## src/core/rsw_pkg.sv

```systemverilog
package rsw_pkg;

	// Register offsets
	localparam logic [7:0] OPT_OFS = 8'h39;
	localparam logic [7:0] SVC_OFS = 8'h3a;
	localparam logic [7:0] STAT_OFS = 8'h3b;
	localparam logic [7:0] TEST_OFS = 8'h3c;

	// System options layout
	localparam logic [7:0] OPT_RST = 8'h10;
	localparam logic [7:0] OPT_PROT_MASK = 8'h37;
	localparam int OPT_CME = 3;
	localparam int OPT_CLK_MONITOR_FORCE = 2;
	localparam int OPT_CR_LSB = 0;

	// Status layout
	localparam int STAT_CAUSE_LSB = 0;
	localparam int STAT_WDEN = 2;
	localparam int STAT_ARMED = 3;
	localparam int STAT_MONEN = 4;

	// Watchdog-reset inhibit bit in the test register
	localparam int TEST_INHIBIT = 0;

	// Watchdog service keys
	localparam logic [7:0] SVC_ARM = 8'h55;
	localparam logic [7:0] SVC_CLR = 8'haa;

	// Cycle counts
	localparam logic [11:0] POR_CYC = 12'd4064;
	localparam logic [2:0] DRIVE_CYC = 3'd4;
	localparam logic [2:0] GAP_CYC = 3'd2;
	localparam logic [6:0] PROT_CYC = 7'd64;
	localparam int PRESC_BITS = 15;

	// Vectors
	localparam logic [15:0] VEC_NORM = 16'hfffe;
	localparam logic [15:0] VEC_SPEC = 16'hbffe;
	localparam logic [15:0] VEC_CMON_OFS = 16'h0002;
	localparam logic [15:0] VEC_WDOG_OFS = 16'h0004;

	typedef enum logic [1:0] {
		CAUSE_POR,
		CAUSE_PIN,
		CAUSE_CMON,
		CAUSE_WDOG
	} rsw_cause_t;

	typedef enum logic [2:0] {
		ST_POR,
		ST_HOLD,
		ST_DRIVE,
		ST_GAP,
		ST_EXT,
		ST_RUN
	} rsw_state_t;

endpackage

```

## src/core/rsw_reset_ctrl.sv

```systemverilog
// The strobed register port is this design's own decision.
`timescale 1ns/1ps

module rsw_reset_ctrl (
	// Clock and power-on reset
	input wire logic core_clk,
	input wire logic rst_b,
	// Register port
	input wire logic [7:0] regAddr,
	input wire logic [7:0] regWrData,
	input wire logic regWr,
	input wire logic regRd,
	output logic [7:0] regRdData_r,
	// Open-drain reset pin
	input wire logic rstPinIn,
	output logic rstPinOut_r,
	output logic rstPinOe_b_r,
	// Straps
	input wire logic wdDisableCfg,
	input wire logic specialMode,
	// Clock monitor RC cell
	input wire logic clkMonRcExpired,
	// Core side
	output logic coreReset_r,
	output logic [15:0] resetVector_r,
	output logic [7:0] sysOptions_r
);
	import rsw_pkg::*;

	function automatic logic [6:0] divFor(input logic [1:0] cr);
		divFor = 7'd1 << {cr, 1'b0};
	endfunction

	function automatic logic [15:0] vecFor(input rsw_cause_t c,
		input logic spec);
		logic [15:0] base;
		base = spec ? VEC_SPEC : VEC_NORM;
		case (c)
			CAUSE_CMON: vecFor = base - VEC_CMON_OFS;
			CAUSE_WDOG: vecFor = base - VEC_WDOG_OFS;
			default: vecFor = base;
		endcase
	endfunction

	logic rstMeta_b;
	logic rstSync_b;
	rsw_state_t state_r;
	rsw_state_t state_nxt;
	logic [11:0] cnt_r;
	logic [11:0] cnt_nxt;
	rsw_cause_t cause_r;
	rsw_cause_t cause_nxt;
	logic wdDisLatched_r;
	logic specLatched_r;
	logic inhibit_r;
	logic armed_r;
	logic [PRESC_BITS-1:0] presc_r;
	logic [6:0] wdCnt_r;
	logic [6:0] protCnt_r;
	logic optWritten_r;

	// Power-on reset release
	always_ff @(posedge core_clk or negedge rst_b)
	begin
		if (!rst_b)
		begin
			rstMeta_b <= 1'b0;
			rstSync_b <= 1'b0;
		end
		else
		begin
			rstMeta_b <= 1'b1;
			rstSync_b <= rstMeta_b;
		end
	end

	// Decode
	wire optWr = regWr && regAddr == OPT_OFS && !coreReset_r;
	wire svcWr = regWr && regAddr == SVC_OFS && !coreReset_r;
	wire testWr = regWr && regAddr == TEST_OFS && !coreReset_r;
	wire svcArm = svcWr && regWrData == SVC_ARM;
	wire svcClr = svcWr && regWrData == SVC_CLR && armed_r;
	wire [1:0] rateSel = sysOptions_r[OPT_CR_LSB +: 2];
	wire [6:0] rateDiv = divFor(rateSel);
	wire tick = &presc_r;
	wire wdEn = !wdDisLatched_r && !inhibit_r;
	// One extra tick absorbs the free-running prescaler phase
	wire wdExpire = tick && wdCnt_r == rateDiv;
	wire wdTimeout = wdEn && wdExpire;
	wire monEn = sysOptions_r[OPT_CME] | sysOptions_r[OPT_CLK_MONITOR_FORCE];
	wire monFail = monEn && clkMonRcExpired;
	wire protOpen = specLatched_r ||
		(protCnt_r < PROT_CYC && !optWritten_r);
	wire [7:0] protBits = protOpen ? (regWrData & OPT_PROT_MASK) :
		(sysOptions_r & OPT_PROT_MASK);
	wire [7:0] optMerged = (regWrData & ~OPT_PROT_MASK) | protBits;
	wire [7:0] optNew = optMerged |
		(sysOptions_r & (8'h01 << OPT_CLK_MONITOR_FORCE));
	wire [7:0] statByte = {3'h0, monEn, armed_r, wdEn, cause_r};
	wire [7:0] rdMux = regAddr == OPT_OFS ? sysOptions_r :
		regAddr == STAT_OFS ? statByte :
		regAddr == TEST_OFS ? {7'h00, inhibit_r} : 8'h00;

	// Reset sequencer
	always_comb
	begin
		state_nxt = state_r;
		cnt_nxt = cnt_r + 12'd1;
		cause_nxt = cause_r;
		case (state_r)
			ST_POR:
			begin
				if (cnt_r == POR_CYC - 12'd1)
				begin
					cnt_nxt = 12'd0;
					state_nxt = rstPinIn ? ST_RUN : ST_HOLD;
				end
			end
			ST_HOLD:
			begin
				cnt_nxt = 12'd0;
				if (rstPinIn)
					state_nxt = ST_RUN;
			end
			ST_DRIVE:
			begin
				if (cnt_r == {9'h000, DRIVE_CYC} - 12'd1)
				begin
					cnt_nxt = 12'd0;
					state_nxt = ST_GAP;
				end
			end
			ST_GAP:
			begin
				if (cnt_r == {9'h000, GAP_CYC} - 12'd1)
				begin
					cnt_nxt = 12'd0;
					if (!rstPinIn)
					begin
						cause_nxt = CAUSE_PIN;
						state_nxt = ST_EXT;
					end
					else
						state_nxt = ST_RUN;
				end
			end
			ST_EXT:
			begin
				cnt_nxt = 12'd0;
				if (rstPinIn)
					state_nxt = ST_RUN;
			end
			ST_RUN:
			begin
				cnt_nxt = 12'd0;
				if (!rstPinIn)
				begin
					cause_nxt = CAUSE_PIN;
					state_nxt = ST_DRIVE;
				end
				else if (monFail)
				begin
					cause_nxt = CAUSE_CMON;
					state_nxt = ST_DRIVE;
				end
				else if (wdTimeout)
				begin
					cause_nxt = CAUSE_WDOG;
					state_nxt = ST_DRIVE;
				end
			end
			default:
			begin
				cnt_nxt = 12'd0;
				state_nxt = ST_POR;
			end
		endcase
	end

	always_ff @(posedge core_clk or negedge rstSync_b)
	begin
		if (!rstSync_b)
		begin
			state_r <= ST_POR;
			cnt_r <= 12'd0;
			cause_r <= CAUSE_POR;
			coreReset_r <= 1'b1;
			rstPinOut_r <= 1'b0;
			rstPinOe_b_r <= 1'b1;
			resetVector_r <= VEC_NORM;
		end
		else
		begin
			state_r <= state_nxt;
			cnt_r <= cnt_nxt;
			cause_r <= cause_nxt;
			coreReset_r <= state_nxt != ST_RUN;
			rstPinOut_r <= 1'b0;
			rstPinOe_b_r <= state_nxt != ST_DRIVE;
			resetVector_r <= vecFor(cause_nxt, specLatched_r);
		end
	end

	// Straps and inhibit, taken while the core is held
	always_ff @(posedge core_clk or negedge rstSync_b)
	begin
		if (!rstSync_b)
		begin
			wdDisLatched_r <= 1'b1;
			specLatched_r <= 1'b0;
			inhibit_r <= 1'b1;
		end
		else if (coreReset_r)
		begin
			wdDisLatched_r <= wdDisableCfg;
			specLatched_r <= specialMode;
			inhibit_r <= specialMode;
		end
		else if (testWr && specLatched_r)
			inhibit_r <= regWrData[TEST_INHIBIT];
	end

	// System options and write protection
	always_ff @(posedge core_clk or negedge rstSync_b)
	begin
		if (!rstSync_b)
		begin
			sysOptions_r <= OPT_RST;
			protCnt_r <= 7'd0;
			optWritten_r <= 1'b0;
		end
		else if (coreReset_r)
		begin
			sysOptions_r <= OPT_RST;
			protCnt_r <= 7'd0;
			optWritten_r <= 1'b0;
		end
		else
		begin
			if (protCnt_r < PROT_CYC)
				protCnt_r <= protCnt_r + 7'd1;
			if (optWr)
			begin
				sysOptions_r <= optNew;
				optWritten_r <= 1'b1;
			end
		end
	end

	// Watchdog
	always_ff @(posedge core_clk or negedge rstSync_b)
	begin
		if (!rstSync_b)
		begin
			presc_r <= '0;
			wdCnt_r <= 7'd0;
			armed_r <= 1'b0;
		end
		else if (coreReset_r)
		begin
			presc_r <= '0;
			wdCnt_r <= 7'd0;
			armed_r <= 1'b0;
		end
		else
		begin
			presc_r <= presc_r + 1'b1;
			if (svcClr)
			begin
				wdCnt_r <= 7'd0;
				armed_r <= 1'b0;
			end
			else
			begin
				if (tick && wdCnt_r < rateDiv)
					wdCnt_r <= wdCnt_r + 7'd1;
				if (svcArm)
					armed_r <= 1'b1;
			end
		end
	end

	// Register read, data one cycle after the strobe
	always_ff @(posedge core_clk or negedge rstSync_b)
	begin
		if (!rstSync_b)
			regRdData_r <= 8'h00;
		else
			regRdData_r <= regRd ? rdMux : 8'h00;
	end

	// Cycles since last service, for the timeout check
	logic [22:0] sinceClr_r;
	always_ff @(posedge core_clk or negedge rstSync_b)
	begin
		if (!rstSync_b)
			sinceClr_r <= '0;
		else if (coreReset_r || svcClr)
			sinceClr_r <= '0;
		else if (!(&sinceClr_r))
			sinceClr_r <= sinceClr_r + 23'd1;
	end
endmodule // rsw_reset_ctrl

```

## config.mk

```make
export PLATFORM = sky130hd
export DESIGN_NAME = rsw_reset_ctrl
export DESIGN_NICKNAME = d
export VERILOG_FILES = /design/src/core/rsw_pkg.sv /design/src/core/rsw_reset_ctrl.sv
export SDC_FILE = /design/constraint.sdc
export NUM_CORES = 1
export LEC_CHECK = 0
export CAP_MARGIN = 10
export CORE_MARGIN = 4
export CORE_UTILIZATION = 26
export CTS_BUF_LIST = sky130_fd_sc_hd__clkbuf_16
export DETAILED_ROUTE_END_ITERATION = 10
export DONT_BUFFER_PORTS = 1
export PLACE_DENSITY = 0.36
export RECOVER_POWER = 50
export SYNTH_ARGS = -nofsm -noshare
export SYNTH_HDL_FRONTEND = slang
export SYNTH_SLANG_ARGS = --single-unit
```

## constraint.sdc

```tcl
create_clock -name core_clk -period 3 [get_ports core_clk]
set_input_delay 0.6 -clock core_clk [delete_from_list [all_inputs] [get_ports core_clk]]
set_output_delay 0.6 -clock core_clk [all_outputs]
set_load 0.02 [all_outputs]
```

Yosys cells after proc, flatten, opt, wreduce, memory -nomap -nowiden

Cells that the tools add are included.

Bits in registers: 87
Input port bits: 24
Output and inout port bits: 35

Add/sub/neg operators: 6
Order comparisons: 2
Eq/ne operators: 19
Shift-type cells: 1
Mux-type cells: 42
Bitwise operators: 3
Reductions and logical operators: 29

Operators by type and width:

| kind                    | number |
|---|---|
| $mux W12                | 3 |
| $pmux W12 S3            | 1 |
| $mux W7                 | 5 |
| $eq A8 B6 Y1 const B    | 4 |
| $mux W8                 | 4 |
| $pmux W16 S2            | 1 |
| $mux W15                | 2 |
| $mux W3                 | 8 |
| $logic_and A1 B1 Y1     | 16 |
| $sub A16 B2 Y16 const B | 1 |
| $sub A16 B3 Y16 const B | 1 |
| $add A15 B1 Y15 const B | 1 |
| $pmux W3 S5             | 1 |
| $reduce_and A15 Y1      | 1 |
| $add A7 B1 Y7 const B   | 2 |
| $add A12 B1 Y12 const B | 1 |
| $eq A12 B1 Y1 const B   | 1 |
| $eq A12 B12 Y1 const B  | 1 |
| $eq A12 B2 Y1 const B   | 1 |
| $mux W2                 | 5 |
| $mux W1                 | 9 |
| $eq A8 B7 Y1 const B    | 1 |
| $eq A8 B8 Y1 const B    | 1 |
| $or A8 B3 Y8            | 1 |
| 21 further kinds        | 30 |

Longest topological paths before layout

Gate-level depths: netlist of the first run.

Word-level depth: 10
Depth in mapped cells: 7
Mapped depth without buffers: 7

Least setup slack after synthesis of the first run

No wires, ideal clock.

Kind: flip-flop to flip-flop
Start point: reg sysOptions_r[1]
End point: reg state_r[2]
Arrival time: 2.157 ns
Required time: 2.869 ns
Slack: 0.712 ns
Stages on the path, launching flop included: 8
Buffers on the path: 0
Clock period less this slack: 2.288 ns
Cells stage by stage: dfrtp_1 -> nand2b_1 -> ha_1 -> or4bb_1 -> nor2_1 -> nand4_1 -> and3_1 -> or3_1

Word-level cells in the longest chain between the ends: 8

RTL lines:

| element                | line                  | source |
|---|---|---|
| start, declared        | rsw_reset_ctrl.sv:26  | `output logic [7:0] sysOptions_r` |
| start signal, assigned | rsw_reset_ctrl.sv:244 | `sysOptions_r <= optNew;` |
| $shl A1 B3 Y7          | rsw_reset_ctrl.sv:31  | `divFor = 7'd1 << {cr, 1'b0};` |
| $eq A7 B7 Y1           | rsw_reset_ctrl.sv:88  | `wire wdExpire = tick && wdCnt_r == rateDiv;` |
| $logic_and A1 B1 Y1    | rsw_reset_ctrl.sv:88  |  |
| $logic_and A1 B1 Y1    | rsw_reset_ctrl.sv:89  | `wire wdTimeout = wdEn && wdExpire;` |
| $mux W3                | rsw_reset_ctrl.sv:166 | `else if (wdTimeout)` |
| $mux W3                | rsw_reset_ctrl.sv:161 | `else if (monFail)` |
| $mux W3                | rsw_reset_ctrl.sv:156 | `if (!rstPinIn)` |
| $pmux W3 S5            | rsw_reset_ctrl.sv:110 | `case (state_r)` |
| net state_nxt[2]       | rsw_reset_ctrl.sv:48  | `rsw_state_t state_nxt;` |
| end signal, assigned   | rsw_reset_ctrl.sv:194 | `state_r <= state_nxt;` |
| end, declared          | rsw_reset_ctrl.sv:47  | `rsw_state_t state_r;` |

The timed path passes the listed nets, and every way through them passes these cells.
A chain may end at the register's enable or synchronous reset.

Final worst setup path of the first run

Start point: reg sysOptions_r[0]
End point: reg wdCnt_r[4]

Word-level cells in the longest chain between the ends: 4

RTL lines:

| element                             | line                  | source |
|---|---|---|
| $shl A1 B3 Y7                       | rsw_reset_ctrl.sv:31  |  |
| $lt A7 B7 Y1                        | rsw_reset_ctrl.sv:275 | `if (tick && wdCnt_r < rateDiv)` |
| $logic_and A1 B1 Y1                 | rsw_reset_ctrl.sv:275 |  |
| $reduce_bool A3 Y1 (no source line) | -                     |  |
| end signal, assigned                | rsw_reset_ctrl.sv:276 | `wdCnt_r <= wdCnt_r + 7'd1;` |
| end, declared                       | rsw_reset_ctrl.sv:58  | `logic [6:0] wdCnt_r;` |

Every way passes these cells.

==> results of run 1 <==
## synth_stat cells (all sizes together) (2+ instances only)
| cell | count |
|---|---|
| mux2i | 12 |
| xnor2 | 10 |
| o21bai | 2 |
| buf | 19 |
| or4 | 2 |
| clkbuf | 7 |
| o2111ai | 2 |
| o211ai | 2 |
| a31o | 2 |
| or3 | 6 |
| dfrtp | 66 |
| o21a | 2 |
| nor3b | 2 |
| a211o | 2 |
| inv | 13 |
| nand4b | 4 |
| nor4 | 5 |
| nor2b | 4 |
| and4 | 5 |
| and2 | 6 |
| nand2b | 6 |
| nand3b | 3 |
| and3 | 5 |
| a41oi | 2 |
| nor2 | 65 |
| dfstp | 8 |
| nand3 | 14 |
| nand2 | 21 |
| nor3 | 4 |
| nand4 | 10 |
| conb | 2 |
| o21ai | 12 |
| mux2 | 4 |
| a21oi | 13 |
| ha | 9 |
| xor2 | 17 |
## through the flow
step	hold slack, ns	setup WS, ns
after floorplan	0.304	0.712
after global routing	0.331	0.256
after global placement	0.304	0.626
after detailed placement	0.304	0.557
after CTS	0.322	0.576
final	0.339	0.588
## cells by family (layout without fill, tap and decap cells)
kind of cell	Yosys count	count (layout)	synth area share
compound gates	49	49	0.0939
other cells	2	15	0.00196
fa+ha+maj	9	9	0.0294
mux	16	16	0.0431
xor+xnor	27	27	0.0616
flops	74	74	0.485
simple gates	167	167	0.232
buf+inv	39	34	0.0528
## flip-flops by register name (all words and copies together) (netlist names)
register,cells
armed_r,1
cause_r,2
cnt_r,12
coreReset_r,1
inhibit_r,1
optWritten_r,1
presc_r,15
protCnt_r,7
regRdData_r,8
resetVector_r,3
rstMeta_b,1
rstPinOe_b_r,1
rstSync_b,1
specLatched_r,1
state_r,3
sysOptions_r,8
wdCnt_r,7
wdDisLatched_r,1
## layout make-up
cell class | count | area share
Tap cell | 184 | 0.0540
Clock inverter | 7 | 0.0123
Timing Repair Buffer | 5 | 0.00881
Sequential cell | 74 | 0.437
Multi-Input combinational cell | 283 | 0.424
Inverter | 13 | 0.0115
Clock buffer | 9 | 0.0528
## placed cells by master (no fill, tap or decap), drive strengths merged, types with 9 or more instances in the layout
cell,count
dfrtp,66
nor2,65
nand2,21
xor2,17
conb,15
inv,15
nand3,14
a21oi,13
o21ai,12
mux2i,12
xnor2,10
nand4,10
clkbuf,10
ha,9
## layer usage
layer / up-vias / GRT usage / share of wire
li1: 1316 / - / -
met1: 1333 / 0.157 / 0.51
met2: 34 / 0.168 / 0.44
met3: 11 / 0.0301 / 0.037
met4: 0 / 0.0605 / 0.021
met5: - / 0 / 0
## path summary, 6_finish.rpt
path	cells after the start	slack, ns	startpoint	end
worst max-delay path	7	0.59	sysOptions_r[0]$_DFFE_PN0P_	wdCnt_r[4]$_DFFE_PN0P_
worst min-delay path	1	0.34	regAddr[1]	regRdData_r[4]$_DFF_PN0_
worst max register to register	7	0.59	sysOptions_r[0]$_DFFE_PN0P_	wdCnt_r[4]$_DFFE_PN0P_
worst min register to register	0	0.35	rstMeta_b$_DFF_PN0_	rstSync_b$_DFF_PN0_
max in group asynchronous	1	0.70	rstSync_b$_DFF_PN0_	presc_r[5]$_DFF_PN0_
min in group asynchronous	1	0.48	rst_b	rstSync_b$_DFF_PN0_
## power breakdown
group	switching (mW)	internal, mW
sequential	0.196	1.14
combinational	0.271	0.187
clock	0.456	0.565
total	0.923	1.89
## critical path, cell delays in order, from the launching register on
cell and delay, ns:
dfrtp_1 0.52, nand2b_1 0.21, ha_1 0.29, a211o_1 0.31, a21oi_2 0.22, o2111ai_4 0.20, or4_1 0.44, a21oi_1 0.15
## repair_timing
item | CTS | global route
gates resized for setup | 0 | 0
hold buffers | 1 | 0
hold endpoints to repair | 2 | 0
==> results.toml, run 1 <==
[sta]
drv_slew = 0
fin_skew_ns = 0.0119
relSlewSlack = 0.134
setup_viol = 0
hold_viol_final = 0
min_period_over_period = 0.804
final.setup.tns_ns = 0
worst_pin_slew_ns = 1.30
rsz0062_at_grt = "false"
finalCriticalPeriod_ns = 2.41
fmax_mhz = 415

[worst_setup_path]
cp.required_ns = 3.27
cp_max_fo = 8
critPathLaunchType = "flip-flop"
cp.arrival_ns = 2.69
crit_type = "reg -> reg"
cp-end-kind = "flip-flop"

[floorplanning]
die_w_um = 129
core.rowCount = 44
die-area_mm2 = 0.0168
chipHeight_um = 129
io_pins = 59
start_util = 0.265
core_mm2 = 0.0145

[global_routing]
grt_max_degree = 42
grt_antenna_before_repair = 0
overflow = 0
grt_pass1_wl_um = 14800
grt_usage = 0.115
first_global_vias = 2724

[yosys]
ys_ff_latch = 74
yosysWarningCount = 0
synth.distinct_cells = 62
synth_ff_type = "dfrtp_1"
netlist_instances = 383
ys_seq_area_frac = 0.485
synthArstFlopShare = 1.00
synth_edf_count = 0
synthDominantCellAreaShare = 0.431
syn_area_mm2 = 0.00384
synth_largest_area_cell = "dfrtp_1"
synthTopCellsByArea = "dfrtp_1, nor2_1, dfstp_2"
avgSynthCellArea_um2 = 10.0

[clocking]
cts.sinks = 74
post_cts_buffers = 0
path_clk_slew_ns = 0.07
clockBufferDepth = 2
clock_latency_ns = 0.35
cts_tree = "yes"
root_buffer = "clkbuf_16"
htree_levels = 3
cts-buffers-inserted = 9

[final_layout]
multiInputGateArea_mm2 = 0.00181
drive_gt1_frac = 0.107
ff_latch_area_mm2 = 0.00186
fillers = 1497
diodes = 0
stdcell_count = 575
areaGrowthSynthToFinish_pct = 11.1
final_core_util = 0.294
design_area_mm2 = 0.00426
fin_nets = 419

[hold_path]
hold_path_class = "in -> reg"

[routing]
routed_wl_um = 8950
drtIter0Drc = 122
vias = 2694
wl_per_cell_um = 15.6
routed_via_density = 4.69
final_antenna_net_count = 0
drcViolationCount = 0
drtPass1Iterations = 4

[power]
power_mw = 2.82
ir_worst_vdd_mv = 0.292
power_leakage_nw = 1.83
pwr_density_cell_mw_per_mm2 = 661

[placement]
port_buffers = 0
place_inst = 558
gp_congestion = 0.751
placed_area_mm2 = 0.00401
dpl.hpwl_um = 6380

[run_status]
status = "finished clean"

[run]
maxCapViolations = 0
Power figures use the tool's default switching activity.
==> inputs of run 2 (changes only) <==
--- a/config.mk
+++ b/config.mk
@@ -11,7 +11,7 @@
 export CTS_BUF_LIST = sky130_fd_sc_hd__clkbuf_16
 export DETAILED_ROUTE_END_ITERATION = 10
 export DONT_BUFFER_PORTS = 1
-export PLACE_DENSITY = 0.36
+export PLACE_DENSITY = 0.38
 export RECOVER_POWER = 50
 export SYNTH_ARGS = -nofsm -noshare
 export SYNTH_HDL_FRONTEND = slang
==> constraint.sdc (replaced) <==
create_clock -name core_clk -period 2.2 [get_ports core_clk]
set_input_delay 0.44 -clock core_clk [delete_from_list [all_inputs] [get_ports core_clk]]
set_output_delay 0.44 -clock core_clk [all_outputs]
set_load 0.02 [all_outputs]
==> results.toml, run 2 (same netlist as run 1, synthesis figures left out) <==
[run_status]
status = "finished clean"

[sta]
finalCriticalPeriod_ns = 2.19
worst_pin_slew_ns = 1.48
setup_viol = 0
hold_viol_final = 0
fin_skew_ns = 0.0108
rsz0062_at_grt = "true"
fmax_mhz = 456
min_period_over_period = 0.996
relSlewSlack = 0.0147
drv_slew = 0

[final_layout]
fin_nets = 436
stdcell_count = 592
areaGrowthSynthToFinish_pct = 18.7
largestRegisters = "presc_r x15, cnt_r x12"
largest_reg_flops = 15
drive_gt1_frac = 0.167
fillers = 1488
layout_common_cells = "nor2_1, dfrtp_1, nand2_1"
regMostFlops = "presc_r"
diodes = 0

[routing]
routed_wl_um = 9370
drcViolationCount = 0
drtIter0Drc = 142
final_antenna_net_count = 0
vias = 2741
routed_via_density = 4.63
drtPass1Iterations = 4
wl_per_cell_um = 15.8

[worst_setup_path]
startpoint = "sysOptions_r[1]$_DFFE_PN0P_"
cp-end-kind = "flip-flop"
r2r_cells = 7
crit_type = "reg -> reg"
cp_max_fo = 3
critPathCapture = "state_r[2]$_DFF_PN0_"
r2r-start = "sysOptions_r[1]$_DFFE_PN0P_"
cp.arrival_ns = 2.41
critPathLaunchType = "flip-flop"
cp.required_ns = 2.42
reg2reg_slack_ns = 0.009
r2r_end = "state_r[2]$_DFF_PN0_"

[global_routing]
overflow = 0
grt_pass1_wl_um = 15600
first_global_vias = 2821
grt_antenna_before_repair = 0
grt_max_degree = 40
grt_usage = 0.120

[clocking]
cts.sinks = 74
cts-buffers-inserted = 9
path_clk_slew_ns = 0.06
htree_levels = 3
clock_latency_ns = 0.34
cts_tree = "yes"
root_buffer = "clkbuf_16"
clockBufferDepth = 2

[floorplanning]
start_util = 0.265
die-area_mm2 = 0.0168
io_pins = 59
core.rowCount = 44
die_w_um = 129
chipHeight_um = 129
core_mm2 = 0.0145

[hold_path]
hold_path_class = "in -> reg"
min_from = "regAddr[1]"

[placement]
dpl.hpwl_um = 6730
port_buffers = 0
gp_congestion = 0.812
place_inst = 574

[power]
pwr_density_cell_mw_per_mm2 = 923
ir_worst_vdd_mv = 0.356
power_mw = 4.20
power_leakage_nw = 1.96

[run]
maxCapViolations = 0
-- run 2: cell type report --
| type | count | area [um2] | area share |
|---|---|---|---|
| Timing Repair Buffer | 22 | 188 | 0.0412 |
| Clock buffer | 9 | 225 | 0.0495 |
| Multi-Input combinational cell | 283 | 1890 | 0.414 |
| Clock inverter | 7 | 110 | 0.0242 |
| Tap cell | 184 | 230 | 0.0506 |
| Sequential cell | 74 | 1860 | 0.410 |
| Inverter | 13 | 48.8 | 0.0107 |
-- run 2: critical path, stage by stage (launching register included) --
cell	delay [ns]
dfrtp_2	0.41
nand2b_4	0.15
ha_4	0.25
or4bb_1	0.49
nor2_1	0.13
nand4_1	0.10
and3_4	0.20
or3_1	0.33
-- run 2: repair_timing --
action / in CTS / in global routing
gates resized for setup: 3 / 9
hold buffers: 1 / 0
pin swaps: 4 / 8
setup buffers: 0 / 1
setup endpoints to repair: 2 / 8
hold endpoints to repair: 2 / 0
-- run 2: metal layers --
layer,global-route usage,routed length (um),vias up
met5,0,0,-
met4,0.0538,167,0
met3,0.0276,416,12
met2,0.173,4200,56
met1,0.171,4580,1327
li1,-,-,1346
-- run 2: worst min-delay path by stage --
stage | end | slack [ns] | cells after the start
global placement | rstMeta_b$_DFF_PN0_ | 0.14 | 0
global route | regRdData_r[4]$_DFF_PN0_ | 0.17 | 1
CTS | regRdData_r[4]$_DFF_PN0_ | 0.17 | 1
detailed placement | rstMeta_b$_DFF_PN0_ | 0.14 | 0
floorplan | rstMeta_b$_DFF_PN0_ | 0.14 | 0
finish | regRdData_r[4]$_DFF_PN0_ | 0.19 | 1
-- run 2: metrics by stage --
stage	setup WS, ns	util	setup TNS (ns)	area (um2)	hold WS, ns
6_report	0.00885	0.314	0	4550	0.186
5_1_grt	-0.0653	0.314	-0.100	4550	0.171
4_1_cts	-0.00890	0.310	-0.00890	4490	0.169
3_5_place_dp	-0.0383	0.285	-0.0515	4130	0.144
3_3_place_gp	-0.0232	0.285	-0.0232	4130	0.144
2_1_floorplan	-0.0414	-	-0.0414	3890	0.144
-- run 2: where the power goes --
part / internal [mW] / switching [mW] / leakage, nW
Sequential: 1.56 / 0.253 / 0.980
Combinational: 0.315 / 0.404 / 0.816
Clock: 1.10 / 0.575 / 0.164
Total: 2.97 / 1.23 / 1.96
